===== src/include/smsa_pkg.sv =====
// Package of constants and types for the stepper motion-state arbiter
package smsa_pkg;

	// ----------------------------------------
	// Clock and timing
	// ----------------------------------------
	localparam longint CLK_HZ = 125000000;
	localparam longint UV_HOLD_S = 15;
	localparam int unsigned UV_HOLD_CYCLES = int'(UV_HOLD_S * CLK_HZ);

	// ----------------------------------------
	// Register offsets (byte addresses)
	// ----------------------------------------
	localparam logic [7:0] REG_CONFIG = 8'h00;
	localparam logic [7:0] REG_SECPOS = 8'h04;
	localparam logic [7:0] REG_STATE = 8'h08;
	localparam logic [7:0] REG_POSITION = 8'h0C;
	localparam logic [7:0] REG_PARAM = 8'h10;

	// ----------------------------------------
	// Field positions and reset values
	// ----------------------------------------
	localparam int CFG_SLEEP_ALLOW_BIT = 0;
	localparam int STATE_FLAGS_LSB = 16;
	localparam int PARAM_VMIN_LSB = 4;
	localparam int PARAM_ACC_BIT = 8;
	localparam logic [10:0] SEC_DISABLED = 11'h400;
	localparam logic RST_SLEEP_ALLOW = 1'b1;
	localparam logic [3:0] RST_VMAX = 4'h0;
	localparam logic [3:0] RST_VMIN = 4'h0;
	localparam logic RST_ACC_SHAPE = 1'b0;

	// ----------------------------------------
	// Bus command codes
	// ----------------------------------------
	localparam logic [3:0] CMD_NONE = 4'h0;
	localparam logic [3:0] CMD_POS = 4'h1;
	localparam logic [3:0] CMD_POS_SHORT = 4'h2;
	localparam logic [3:0] CMD_SAFE_GO = 4'h3;
	localparam logic [3:0] CMD_DUAL = 4'h4;
	localparam logic [3:0] CMD_RAMP_HALT = 4'h5;
	localparam logic [3:0] CMD_SLEEP = 4'h6;
	localparam logic [3:0] CMD_ABRUPT_HALT = 4'h7;
	localparam logic [3:0] CMD_PARAM = 4'h8;
	localparam logic [3:0] CMD_STATUS = 4'h9;
	localparam logic [3:0] CMD_FULL_STATUS = 4'hA;
	localparam logic [3:0] CMD_ID_ASSIGN = 4'hB;

	// ----------------------------------------
	// Motion states
	// ----------------------------------------
	typedef enum logic [10:0] {
		ST_STANDBY = 11'h001,
		ST_STOPPED = 11'h002,
		ST_MOVING = 11'h004,
		ST_DUAL = 11'h008,
		ST_RAMP_HALT = 11'h010,
		ST_ABRUPT_HALT = 11'h020,
		ST_HALTED_RAMP = 11'h040,
		ST_SHUTDOWN = 11'h080,
		ST_SLEEP = 11'h100,
		ST_UV_HALT = 11'h200,
		ST_UV_OFF = 11'h400
	} smsa_state_t;

endpackage


===== src/include/smsa_uv_if.sv =====
// Interface between the arbiter and its undervoltage hold timer
`timescale 1ns/10ps
interface smsa_uv_if;
	logic lowVolt;
	logic expired;
	modport timer (input lowVolt, output expired);
	modport user (output lowVolt, input expired);
endinterface


===== src/smsa_arbiter.sv =====
// Motion-state arbiter of a bus-controlled stepper positioner
//
// Local design decisions: the address map and the plain strobed port.
`timescale 1ns/10ps
module smsa_arbiter #(
	parameter int unsigned UV_HOLD_CYCLES = smsa_pkg::UV_HOLD_CYCLES
) (
	input wire logic core_clk,
	input wire logic rstn,
	input wire logic cmdValid,
	input wire logic [3:0] cmdCode,
	input wire logic [15:0] cmdPos,
	input wire logic [15:0] cmdPos2,
	input wire logic [3:0] cmdVmax,
	input wire logic [3:0] cmdVmin,
	input wire logic cmdAcc,
	input wire logic cmdHasVmax,
	input wire logic cmdHasVmin,
	input wire logic cmdHasAcc,
	input wire logic busTimeout,
	input wire logic wakeUp,
	input wire logic thermalShutdown,
	input wire logic underVolt2,
	input wire logic coilDefect,
	input wire logic motionDone,
	input wire logic [15:0] actPos,
	input wire logic [7:0] regAddr,
	input wire logic [31:0] regWdata,
	input wire logic regWr,
	input wire logic regRd,
	output logic [31:0] regRdata,
	output smsa_pkg::smsa_state_t motionState,
	output logic [15:0] targetPos,
	output logic [15:0] motionTarget,
	output logic [3:0] activeVmax,
	output logic [3:0] activeVmin,
	output logic rampProfileSelect,
	output logic moveStart,
	output logic rampHaltReq,
	output logic abruptHaltReq,
	output logic bridgeHiZ,
	output logic powerDown,
	output logic idAssignAck,
	output logic [31:0] statusWord,
	output logic abruptHaltFlag,
	output logic stepLoss
);
	import smsa_pkg::*;

	typedef struct packed {
		smsa_state_t st;
		logic [15:0] tagPos;
		logic [10:0] secPos;
		logic sleepAllow;
		logic sleepReq;
		logic stopFlag;
		logic dualStage;
		logic tsdF;
		logic uv2F;
		logic elDefF;
		logic hsF;
		logic stepLoss;
		logic seen;
		logic [3:0] vmax;
		logic [3:0] vmin;
		logic ramp_profile_select;
		logic [3:0] dVmax;
		logic [3:0] dVmin;
		logic dAcc;
		logic [15:0] dPos1;
		logic [15:0] dPos2;
		logic [15:0] motionTarget;
		logic [3:0] outVmax;
		logic [3:0] outVmin;
		logic outAcc;
		logic moveStart;
		logic rampHalt;
		logic abruptHalt;
		logic hiZ;
		logic powerDown;
		logic idAck;
		logic [31:0] rdata;
		logic [31:0] statusWord;
	} smsa_regs_t;

	// ----------------------------------------
	// Helper functions
	// ----------------------------------------
	function automatic smsa_regs_t resetValue();
		smsa_regs_t v;
		v = '0;
		v.st = ST_STANDBY;
		v.secPos = SEC_DISABLED;
		v.sleepAllow = RST_SLEEP_ALLOW;
		v.vmax = RST_VMAX;
		v.vmin = RST_VMIN;
		v.ramp_profile_select = RST_ACC_SHAPE;
		v.outVmax = RST_VMAX;
		v.outVmin = RST_VMIN;
		v.outAcc = RST_ACC_SHAPE;
		return v;
	endfunction

	function automatic logic secureEnable(input logic [10:0] pos);
		return pos != SEC_DISABLED;
	endfunction

	function automatic logic [15:0] secWide(input logic [10:0] pos);
		return {{5{pos[10]}}, pos};
	endfunction

	function automatic logic isPosCmd(input logic [3:0] c);
		return (c == CMD_POS) || (c == CMD_POS_SHORT);
	endfunction

	function automatic logic isStatusCmd(input logic [3:0] c);
		return (c == CMD_STATUS) || (c == CMD_FULL_STATUS);
	endfunction

	localparam smsa_regs_t RST = resetValue();

	smsa_regs_t r;
	smsa_regs_t next_r;
	logic [3:0] cmd;
	logic uvLong;
	logic secure_enable;
	logic faultsGone;

	smsa_uv_if uvIf ();

	smsa_uv_timer #(
		.HOLD_CYCLES(UV_HOLD_CYCLES)
	) uvTimer (
		.core_clk(core_clk),
		.rstn(rstn),
		.uv(uvIf.timer)
	);

	assign uvIf.lowVolt = underVolt2;
	assign uvLong = uvIf.expired;
	assign cmd = (cmdValid && (r.st != ST_SLEEP)) ? cmdCode : CMD_NONE;
	assign secure_enable = secureEnable(r.secPos);
	assign faultsGone = !thermalShutdown && !underVolt2 && !coilDefect;

	// ----------------------------------------
	// Next-state logic
	// ----------------------------------------
	always_comb begin
		next_r = r;
		next_r.moveStart = 1'b0;
		next_r.idAck = 1'b0;
		next_r.rdata = '0;

		if (cmd != CMD_NONE) begin
			next_r.sleepReq = 1'b0;
		end
		if (busTimeout || (cmd == CMD_SLEEP)) begin
			next_r.sleepReq = 1'b1;
		end

		// Working RAM only; a running two-stage move keeps its copy
		if (cmd == CMD_PARAM) begin
			next_r.vmax = cmdVmax;
			next_r.vmin = cmdVmin;
			next_r.ramp_profile_select = cmdAcc;
		end

		if (isStatusCmd(cmd)) begin
			next_r.stepLoss = 1'b0;
		end
		if (cmd == CMD_FULL_STATUS) begin
			next_r.seen = 1'b1;
			next_r.statusWord = {r.vmax, r.vmin, 2'h0, r.stepLoss, r.hsF, r.elDefF, r.uv2F,
				r.tsdF, r.sleepReq, 5'h00, r.st};
		end
		// Clear only after seen and with causes gone
		if (isStatusCmd(cmd) && r.seen && faultsGone && !uvLong) begin
			next_r.tsdF = 1'b0;
			next_r.uv2F = 1'b0;
			next_r.elDefF = 1'b0;
			next_r.hsF = 1'b0;
			next_r.seen = 1'b0;
		end
		// Hardware sets win over a same-cycle clear
		// A fresh fault needs a fresh full read
		if (thermalShutdown) begin
			next_r.tsdF = 1'b1;
			next_r.seen = 1'b0;
		end
		if (uvLong) begin
			next_r.uv2F = 1'b1;
			next_r.seen = 1'b0;
		end
		if (coilDefect) begin
			next_r.elDefF = 1'b1;
			next_r.hsF = 1'b1;
			next_r.seen = 1'b0;
		end

		if (cmd == CMD_ID_ASSIGN) begin
			next_r.idAck = 1'b1;
		end

		if (regWr && (r.st != ST_SLEEP)) begin
			case (regAddr)
				REG_CONFIG: begin
					next_r.sleepAllow = regWdata[CFG_SLEEP_ALLOW_BIT];
				end
				REG_SECPOS: begin
					next_r.secPos = regWdata[10:0];
				end
				default: begin
				end
			endcase
		end
		if (regRd) begin
			case (regAddr)
				REG_CONFIG: next_r.rdata = {31'h00000000, r.sleepAllow};
				REG_SECPOS: next_r.rdata = {21'h000000, r.secPos};
				REG_STATE: next_r.rdata = {8'h00, r.seen, r.stepLoss, r.hsF, r.elDefF, r.uv2F,
					r.tsdF, r.stopFlag, r.sleepReq, 5'h00, r.st};
				REG_POSITION: next_r.rdata = {r.tagPos, actPos};
				REG_PARAM: next_r.rdata = {23'h000000, r.ramp_profile_select, r.vmin, r.vmax};
				default: next_r.rdata = '0;
			endcase
		end

		// Unlisted commands fall through each state untouched
		case (r.st)
			ST_STANDBY: begin
				if (r.sleepReq) begin
					next_r.st = ST_SLEEP;
				end else begin
					next_r.st = ST_STOPPED;
				end
			end
			ST_STOPPED: begin
				// Stop flag lasts one stopped cycle
				next_r.stopFlag = 1'b0;
				if (thermalShutdown || coilDefect) begin
					next_r.st = ST_SHUTDOWN;
					next_r.tagPos = actPos;
				end else if (uvLong) begin
					next_r.st = ST_UV_HALT;
				end else if (r.sleepReq && r.sleepAllow) begin
					// Sleep or head for safe position
					if (!secure_enable || (actPos == secWide(r.secPos)) || r.stopFlag) begin
						next_r.st = ST_SLEEP;
					end else begin
						next_r.tagPos = secWide(r.secPos);
						next_r.st = ST_MOVING;
						next_r.moveStart = 1'b1;
					end
				// Step loss does not block position commands
				end else if (isPosCmd(cmd)) begin
					next_r.tagPos = cmdPos;
					next_r.st = ST_MOVING;
					next_r.moveStart = 1'b1;
				end else if ((cmd == CMD_SAFE_GO) && secure_enable) begin
					next_r.tagPos = secWide(r.secPos);
					next_r.st = ST_MOVING;
					next_r.moveStart = 1'b1;
				end else if (cmd == CMD_DUAL) begin
					// Private copy, gaps filled from working RAM
					next_r.dVmax = cmdHasVmax ? cmdVmax : r.vmax;
					next_r.dVmin = cmdHasVmin ? cmdVmin : r.vmin;
					next_r.dAcc = cmdHasAcc ? cmdAcc : r.ramp_profile_select;
					next_r.dPos1 = cmdPos;
					next_r.dPos2 = cmdPos2;
					next_r.dualStage = 1'b0;
					next_r.st = ST_DUAL;
					next_r.moveStart = 1'b1;
				end else if (r.tagPos != actPos) begin
					next_r.st = ST_MOVING;
					next_r.moveStart = 1'b1;
				end
			end
			ST_MOVING: begin
				if (coilDefect) begin
					next_r.st = ST_ABRUPT_HALT;
					next_r.stepLoss = 1'b1;
				end else if (thermalShutdown) begin
					next_r.st = ST_RAMP_HALT;
				end else if (uvLong) begin
					next_r.st = ST_UV_HALT;
				end else if (cmd == CMD_ABRUPT_HALT) begin
					next_r.st = ST_ABRUPT_HALT;
				end else if (motionDone) begin
					next_r.st = ST_STOPPED;
				end else if (r.sleepReq) begin
					// Sleep via ramped halt unless a safe target exists
					if (secure_enable) begin
						next_r.tagPos = secWide(r.secPos);
					end else begin
						next_r.st = ST_RAMP_HALT;
					end
				end else if (cmd == CMD_RAMP_HALT) begin
					next_r.st = ST_RAMP_HALT;
				end else if (isPosCmd(cmd)) begin
					next_r.tagPos = cmdPos;
				end else if ((cmd == CMD_SAFE_GO) && secure_enable) begin
					next_r.tagPos = secWide(r.secPos);
				end
			end
			// Target untouched here; working RAM still takes CMD_PARAM
			ST_DUAL: begin
				if (coilDefect) begin
					next_r.st = ST_ABRUPT_HALT;
					next_r.stepLoss = 1'b1;
				end else if (thermalShutdown) begin
					next_r.st = ST_RAMP_HALT;
				end else if (uvLong || (cmd == CMD_ABRUPT_HALT)) begin
					next_r.st = ST_ABRUPT_HALT;
				end else if (motionDone) begin
					if (!r.dualStage) begin
						next_r.dualStage = 1'b1;
						next_r.moveStart = 1'b1;
					end else begin
						next_r.st = ST_STOPPED;
						next_r.dualStage = 1'b0;
					end
				end
			end
			ST_RAMP_HALT: begin
				if (coilDefect) begin
					next_r.st = ST_ABRUPT_HALT;
					next_r.stepLoss = 1'b1;
				end else if (uvLong) begin
					next_r.st = ST_UV_HALT;
				end else if (cmd == CMD_ABRUPT_HALT) begin
					next_r.st = ST_ABRUPT_HALT;
				end else if (motionDone) begin
					next_r.stopFlag = 1'b1;
					next_r.tagPos = actPos;
					next_r.dualStage = 1'b0;
					next_r.st = (r.tsdF || thermalShutdown) ? ST_HALTED_RAMP : ST_STOPPED;
				end
			end
			ST_ABRUPT_HALT: begin
				if (motionDone) begin
					next_r.stopFlag = 1'b1;
					next_r.tagPos = actPos;
					next_r.dualStage = 1'b0;
					next_r.st = ST_STOPPED;
				end
			end
			ST_HALTED_RAMP: begin
				if (r.tsdF || thermalShutdown) begin
					next_r.st = ST_SHUTDOWN;
					next_r.tagPos = actPos;
				end else begin
					next_r.st = ST_STOPPED;
				end
			end
			ST_SHUTDOWN: begin
				if (busTimeout) begin
					next_r.st = ST_SLEEP;
				// Exit once both flags are clear
				end else if (!r.tsdF && !r.hsF) begin
					next_r.st = ST_STOPPED;
				end
			end
			ST_UV_HALT: begin
				if (motionDone) begin
					next_r.st = ST_UV_OFF;
				end
			end
			ST_UV_OFF: begin
				// No position copy from autonomous states
				if (thermalShutdown || coilDefect) begin
					next_r.st = ST_SHUTDOWN;
				end else if (!underVolt2 && !uvLong) begin
					next_r.st = ST_STOPPED;
				end
			end
			ST_SLEEP: begin
			end
			default: begin
				next_r.st = ST_STANDBY;
			end
		endcase

		if ((r.st == ST_SLEEP) && wakeUp) begin
			next_r = RST;
		end

		// Outputs follow the state being entered
		next_r.hiZ = (next_r.st == ST_SHUTDOWN) || (next_r.st == ST_SLEEP) ||
			(next_r.st == ST_UV_OFF);
		next_r.powerDown = next_r.st == ST_SLEEP;
		next_r.rampHalt = next_r.st == ST_RAMP_HALT;
		next_r.abruptHalt = (next_r.st == ST_ABRUPT_HALT) || (next_r.st == ST_UV_HALT);
		if (next_r.st == ST_DUAL) begin
			// Private set, ramp profile forced in second motion
			next_r.motionTarget = next_r.dualStage ? next_r.dPos2 : next_r.dPos1;
			next_r.outVmax = next_r.dVmax;
			next_r.outVmin = next_r.dVmin;
			next_r.outAcc = next_r.dualStage ? 1'b1 : next_r.dAcc;
		end else begin
			next_r.motionTarget = next_r.tagPos;
			next_r.outVmax = next_r.vmax;
			next_r.outVmin = next_r.vmin;
			next_r.outAcc = next_r.ramp_profile_select;
		end
	end

	// Single register stage keeps every output glitch free
	always_ff @(posedge core_clk or negedge rstn) begin
		if (!rstn) begin
			r <= RST;
		end else begin
			r <= next_r;
		end
	end

	// ----------------------------------------
	// Outputs
	// ----------------------------------------
	assign regRdata = r.rdata;
	assign motionState = r.st;
	assign targetPos = r.tagPos;
	assign motionTarget = r.motionTarget;
	assign activeVmax = r.outVmax;
	assign activeVmin = r.outVmin;
	assign rampProfileSelect = r.outAcc;
	assign moveStart = r.moveStart;
	assign rampHaltReq = r.rampHalt;
	assign abruptHaltReq = r.abruptHalt;
	assign bridgeHiZ = r.hiZ;
	assign powerDown = r.powerDown;
	assign idAssignAck = r.idAck;
	assign statusWord = r.statusWord;
	assign abruptHaltFlag = r.hsF;
	assign stepLoss = r.stepLoss;
endmodule


===== src/smsa_uv_timer.sv =====
// Undervoltage duration timer for the motion-state arbiter
`timescale 1ns/10ps
module smsa_uv_timer #(
	parameter int unsigned HOLD_CYCLES = smsa_pkg::UV_HOLD_CYCLES
) (
	input wire logic core_clk,
	input wire logic rstn,
	smsa_uv_if.timer uv
);
	import smsa_pkg::*;

	typedef struct packed {
		logic [30:0] cnt;
		logic expired;
	} smsa_uv_regs_t;

	localparam logic [30:0] LAST = 31'(HOLD_CYCLES - 1);

	smsa_uv_regs_t r;
	smsa_uv_regs_t next_r;

	// ----------------------------------------
	// Counting
	// ----------------------------------------
	always_comb begin
		next_r = r;
		// Any recovery restarts the full hold time
		if (!uv.lowVolt) begin
			next_r.cnt = '0;
			next_r.expired = 1'b0;
		end else if (r.cnt >= LAST) begin
			next_r.expired = 1'b1;
		end else begin
			next_r.cnt = r.cnt + 31'h00000001;
		end
	end

	always_ff @(posedge core_clk or negedge rstn) begin
		if (!rstn) begin
			r <= '0;
		end else begin
			r <= next_r;
		end
	end

	assign uv.expired = r.expired;
endmodule


===== config.mk =====
export PLATFORM = sky130hd
export DESIGN_NAME = smsa_arbiter
export DESIGN_NICKNAME = d
export VERILOG_FILES = /design/src/include/smsa_pkg.sv /design/src/include/smsa_uv_if.sv /design/src/smsa_arbiter.sv /design/src/smsa_uv_timer.sv
export SDC_FILE = /design/constraint.sdc
export NUM_CORES = 1
export LEC_CHECK = 0
export BUFFER_PORTS_ARGS = -buffer_cell sky130_fd_sc_hd__buf_2
export CAP_MARGIN = 20
export CORE_MARGIN = 2
export CORE_UTILIZATION = 57
export DETAILED_ROUTE_END_ITERATION = 10
export PLACE_DENSITY = 0.85
export SYNTH_ARGS = -nofsm -noshare
export SYNTH_HDL_FRONTEND = slang
export SYNTH_SLANG_ARGS = --single-unit
export TNS_END_PERCENT = 5

===== constraint.sdc =====
create_clock -name core_clk -period 3.8 [get_ports core_clk]
set_input_delay 0.38 -clock core_clk [delete_from_list [all_inputs] [get_ports core_clk]]
set_output_delay 0.38 -clock core_clk [all_outputs]
set_load 0.005 [all_outputs]

* Word-level counts from Yosys, hierarchy flattened
Index checks and enable logic that the tools add are counted.
** Storage, ports and cells
- Bits in registers :: 225
- Input port bits :: 115
- Output and inout port bits :: 124
- Logic and storage cells :: 246
** Cells by class
- $add $sub $neg :: 1
- $lt $le $gt $ge :: 1
- Eq/ne operators :: 42
- Muxes and demuxes :: 121
- Reductions and logical operators :: 46
** Operators with widths (number)
- 41-bit two-way mux :: 7
- 11-bit two-way mux :: 25
- 16-bit two-way mux :: 16
- 193-bit two-way mux :: 1
- 27-bit two-way mux :: 6
- 32-bit one-hot mux with 5 select lines :: 1
- 11-bit one-hot mux with 11 select lines :: 1
- 32-bit two-way mux :: 3
- 16-bit one-hot mux with 5 select lines :: 1
- 1-bit two-way mux :: 40
- 31-bit by 1-bit adder with 31-bit output, second input constant :: 1
- 31-bit greater-or-equal comparator, second input constant :: 1
- 31-bit two-way mux :: 1
- 9-bit two-way mux :: 3
- 25-bit two-way mux :: 1
- 11-bit by 10-bit equality test with 1-bit output, second input constant :: 2
- 11-bit equality test, second input constant :: 2
- 11-bit by 4-bit equality test with 1-bit output, second input constant :: 2
- 11-bit by 5-bit equality test with 1-bit output, second input constant :: 2
- 11-bit by 6-bit equality test with 1-bit output, second input constant :: 2
- 11-bit by 8-bit equality test with 1-bit output, second input constant :: 2
- 11-bit by 9-bit equality test with 1-bit output, second input constant :: 2
- 16-bit equality test :: 1
- 4-bit by 3-bit equality test with 1-bit output, second input constant :: 4
- 35 further kinds :: 84

* Longest topological paths before layout
- Depth in word-level cells :: 19
- Gate-level depth with buffers :: 13
- Gate-level depth less buffers :: 10

* Hierarchy
Synthesis repeated with hierarchy kept, for this count alone.
** Unflattened totals
- Cell total of the unflattened synthesis :: 1589
- Area, all modules :: 13740.7 sq um
** Modules (own cells, without submodules)
- smsa_arbiter :: times used 1, cells each 1394, area an instance 11842.6 sq um, seq. area each 4608.2 sq um
- smsa_uv_timer :: times used 1, cells each 195, area an instance 1898.1 sq um, seq. area each 800.8 sq um

* Worst setup path after synthesis
No wires, ideal clock.
- Kind :: register to register
- Start :: reg r[162] (netlist bit)
- End :: reg r, in the netlist motionTarget[9]
- Library setup time :: 0.125 ns
- Arrival time :: 3.125 ns
- Data required time :: 3.675 ns
- Setup slack :: 0.551 ns
- Cell stages (with the launch flop) :: 11
- Path buffers :: 1
- Period minus slack after synthesis :: 3.249 ns
- Cell sequence :: dfrtp_1 -> clkbuf_1 -> or4b_1 -> or4_1 -> nand3_2 -> mux2_2 -> nor3_1 -> nor3_1 -> o22a_1 -> a311o_1 -> mux2_2
** RTL lines
- start, declared :: line smsa_arbiter.sv:122 : smsa_regs_t r;
- start signal, assigned :: line smsa_arbiter.sv:412 : r <= next_r;

==> impl_metrics.yaml <==
critical_path:
  crit_buf_inv: 0
  cp.required_ns: 4.22
  worstSetupPathType: "reg2reg"
  endpoint_kind: "flop"
  crit_family: "simple AND/OR/NAND/NOR gates"
  slowest_delay_ns: 0.66
  ff2ff_path_depth: 9
  arrival_ns: 3.99
  crit_fanout: 8
  cp_slowest_cell: "or4b_1"
  cp_num_cells: 9
  cp-start-kind: "flop"
  crit_chain: "or4b_1 -> or4_1 -> nand3_2 -> mux2_2 -> nor3_1 -> nor3_1 -> o22a_1 -> a311o_1 -> mux2_2"
synthesis:
  syn-instance-count: 1492
  async_flop_share_pct: 100
  yosys_warnings: 0
  ys_seq_area_share_pct: 41.4
  synth_edf_count: 0
  synth.cell_area_sq_um: 13100
  yosys_most_used_dff: "dfrtp_1"
  synth.distinct_cells: 92
  ys_ff_latch: 216
  syn_avg_cell_area_sq_um: 8.76
cts:
  max-clock-path-buffers: 3
  cts_htree_levels: 1
  cts_sinks: 216
  cts_tree: "built"
  post_cts_resized: 0
  clock_latency_ns: 0.54
  clk_pin_slew_ns: 0.07
  cts_buffers: 24
  root_buffer: "clkbuf_16"
floorplanning:
  pin_count: 239
  die_w_um: 155
  initial_core_util_pct: 57.9
  placement_rows: 55
  dieHeight_um: 155
  core_sq_um: 22600
  dieArea_sq_um: 24200
detailed_routing:
  vias: 12313
  vias_per_cell: 6.51
  drc: 0
  ant_nets: 0
  drt_wl_total_um: 44700
  detail_route.first_pass.iterations: 6
  routedWlPerCell_um: 23.7
  drt_iter0_drc: 1516
sta:
  drv_slew: 0
  fin_crit_ns: 3.57
  hold_ws_ns: 0.0743
  rsz0062_at_grt: "no"
  tightest_slew_ns: 1.12
  slew_headroom_pct: 24.6
  max_freq_mhz: 280
  fin_crit_sh_pct: 93.9
  setup_viol: 0
  finClkSkew_ns: 0.0257
  final.setup.tns_ns: 0
  final-hold-violation-count: 0
final_layout:
  drive_above_1_share_pct: 24.3
  n_fill_cell: 1848
  diodes: 0
  syn_to_final_growth_pct: 12.6
  nets: 1707
global_routing:
  overflow: 0
  grt_pass1_wl_um: 68400
  track_usage_pct: 36.5
  grt_pass1_vias: 11770
  grt_antenna_before_repair: 1
  grt_max_degree: 99
placed_design:
  portBuffers: 210
  dp_hpwl_um: 32500
  routabilityCongestion: 1.04
hold_path:
  hp-class: "in2reg"
  hold_depth: 3
power_and_ir_drop:
  irDropWorstVdd_mv: 0.366
  p_leak_nw: 6.95
  finalPower_mw: 8.22
  power.density_nw_per_um2: 558
run_status:
  status: "finished, final reports clean"
job:
  maxCapViolCount: 0
## what timing repair did
action / 4_1_cts / 5_1_grt
setup buffers: 0 / 0
hold buffers: 1 / 0
hold endpoints to repair: 94 / 0
## layout by cell type, fill, tap and decap left out, types with 10 or more instances in the layout
master     instances
a211oi_1          16
nor2_1           100
nand2b_1          15
and3_1            18
o211ai_1          20
or3_1             14
a221oi_1          11
nand2_1          228
a21oi_1          101
nand4_1           22
buf_2            209
inv_1             10
nor4_1            18
nor3_1            30
nand3_1           35
a22oi_1           29
mux2i_1           32
xor2_1            19
mux2_2            27
xnor2_1           32
o22ai_1           12
o21ai_0           60
clkbuf_16         25
buf_4             74
and2_1            50
dfrtp_1          213
## stage by stage
step | setup slack, ns | std cells | cell area (sq um) | util (%)
finish | 0.230 | 1891 | 14700 | 65.2
global route | 0.173 | 1891 | 14700 | 65.2
CTS | 0.287 | 1889 | 14700 | 65.2
detailed placement | 0.355 | 1845 | 13800 | 61.2
global placement | 0.322 | 1845 | 13800 | 61.2
floorplan | 0.551 | 1498 | 13100 | -
## state kept, by name (all words and copies together) (netlist names), 11 cells and up
register	cells
r	69
regRdata	32
uvTimer.r	31
statusWord	24
motionTarget	16
targetPos	16
motionState	11
## cell type report
cell class                      instances  area (sq um)  area share (%)
Timing Repair Buffer                  289          1710            11.6
Inverter                               12          45.0           0.306
Sequential cell                       216          5410            36.7
Multi-Input combinational cell       1046          6330            43.0
Clock buffer                           34           739            5.02
Tap cell                              285           357            2.42
Clock inverter                          9           133           0.901
## routing by layer
metal	part of all wire (%)	vias to the layer above	GRT usage [%]
li1	-	5381	-
met1	40	5919	50.8
met2	44	837	55.8
met3	10	176	6.57
met4	5.1	0	17.1
met5	0	-	0
## cell usage after synthesis, types with 6 or more instances
| cell type | number | area, sq um |
|---|---|---|
| nand3_1 | 35 | 175 |
| nor2_1 | 101 | 379 |
| or2_2 | 6 | 37.5 |
| and3_1 | 18 | 113 |
| a221oi_1 | 11 | 96.3 |
| nand2_1 | 228 | 856 |
| xor2_1 | 19 | 166 |
| inv_1 | 10 | 37.5 |
| o21ai_0 | 60 | 300 |
| or3_1 | 14 | 87.6 |
| xnor2_1 | 32 | 280 |
| a21oi_1 | 101 | 505 |
| mux2i_1 | 32 | 320 |
| dfrtp_1 | 213 | 5330 |
| clkbuf_1 | 72 | 270 |
| o31ai_1 | 8 | 60.1 |
| nor3_1 | 31 | 155 |
| a22oi_1 | 29 | 218 |
| mux2_2 | 27 | 304 |
| nand4_1 | 22 | 138 |
| o221ai_1 | 9 | 78.8 |
| a31oi_1 | 8 | 50.1 |
| o22ai_1 | 13 | 81.3 |
| and2_1 | 51 | 319 |
| or4_1 | 9 | 67.6 |
| nand2b_1 | 15 | 93.8 |
| nor4_1 | 19 | 119 |
| buf_1 | 12 | 45.0 |
| buf_4 | 116 | 871 |
| buf_2 | 19 | 95.1 |
| o211ai_1 | 20 | 150 |
| a211oi_1 | 16 | 120 |
## power by group
group          total, mW  switching, mW  internal, mW  leakage (nW)
combinational       2.50           1.49          1.01          3.60
sequential          3.18          0.497          2.68          2.92
clock               2.53          0.974          1.56         0.431
## cell families (layout without fill, tap and decap cells)
| kind of cell | after synthesis | in the layout | share of synthesized area [%] |
|---|---|---|---|
| other | 1 | 7 | 0.0287 |
| XOR/XNOR | 51 | 51 | 3.42 |
| AND/OR/NAND/NOR | 579 | 579 | 21.6 |
| AO/OA/AOI/OAI | 347 | 347 | 17.9 |
| buffers and inverters | 236 | 344 | 10.5 |
| multiplexers | 59 | 59 | 4.78 |
| adder cells (fa/ha/maj) | 3 | 3 | 0.287 |
| flip-flops | 216 | 216 | 41.4 |
## path summary, 6_finish.rpt
path	start	end	slack [ns]
min in group asynchronous	rstn	statusWord[4]	0.49
max	r[162]	motionTarget[9]	0.23
max reg2reg	r[162]	motionTarget[9]	0.23
max in group asynchronous	rstn	regRdata[11]	2.43
min	regWdata[1]	r[156]	0.07
min reg2reg	r[107]	r[107]	0.52
## tightest hold or removal path, delay by kind of cell
family                 cells  cell delay (ns)
AND/OR/NAND/NOR            1             0.04
AO/OA/AOI/OAI              1             0.05
buffers and inverters      1             0.09
Power figures use the tool's default switching activity.
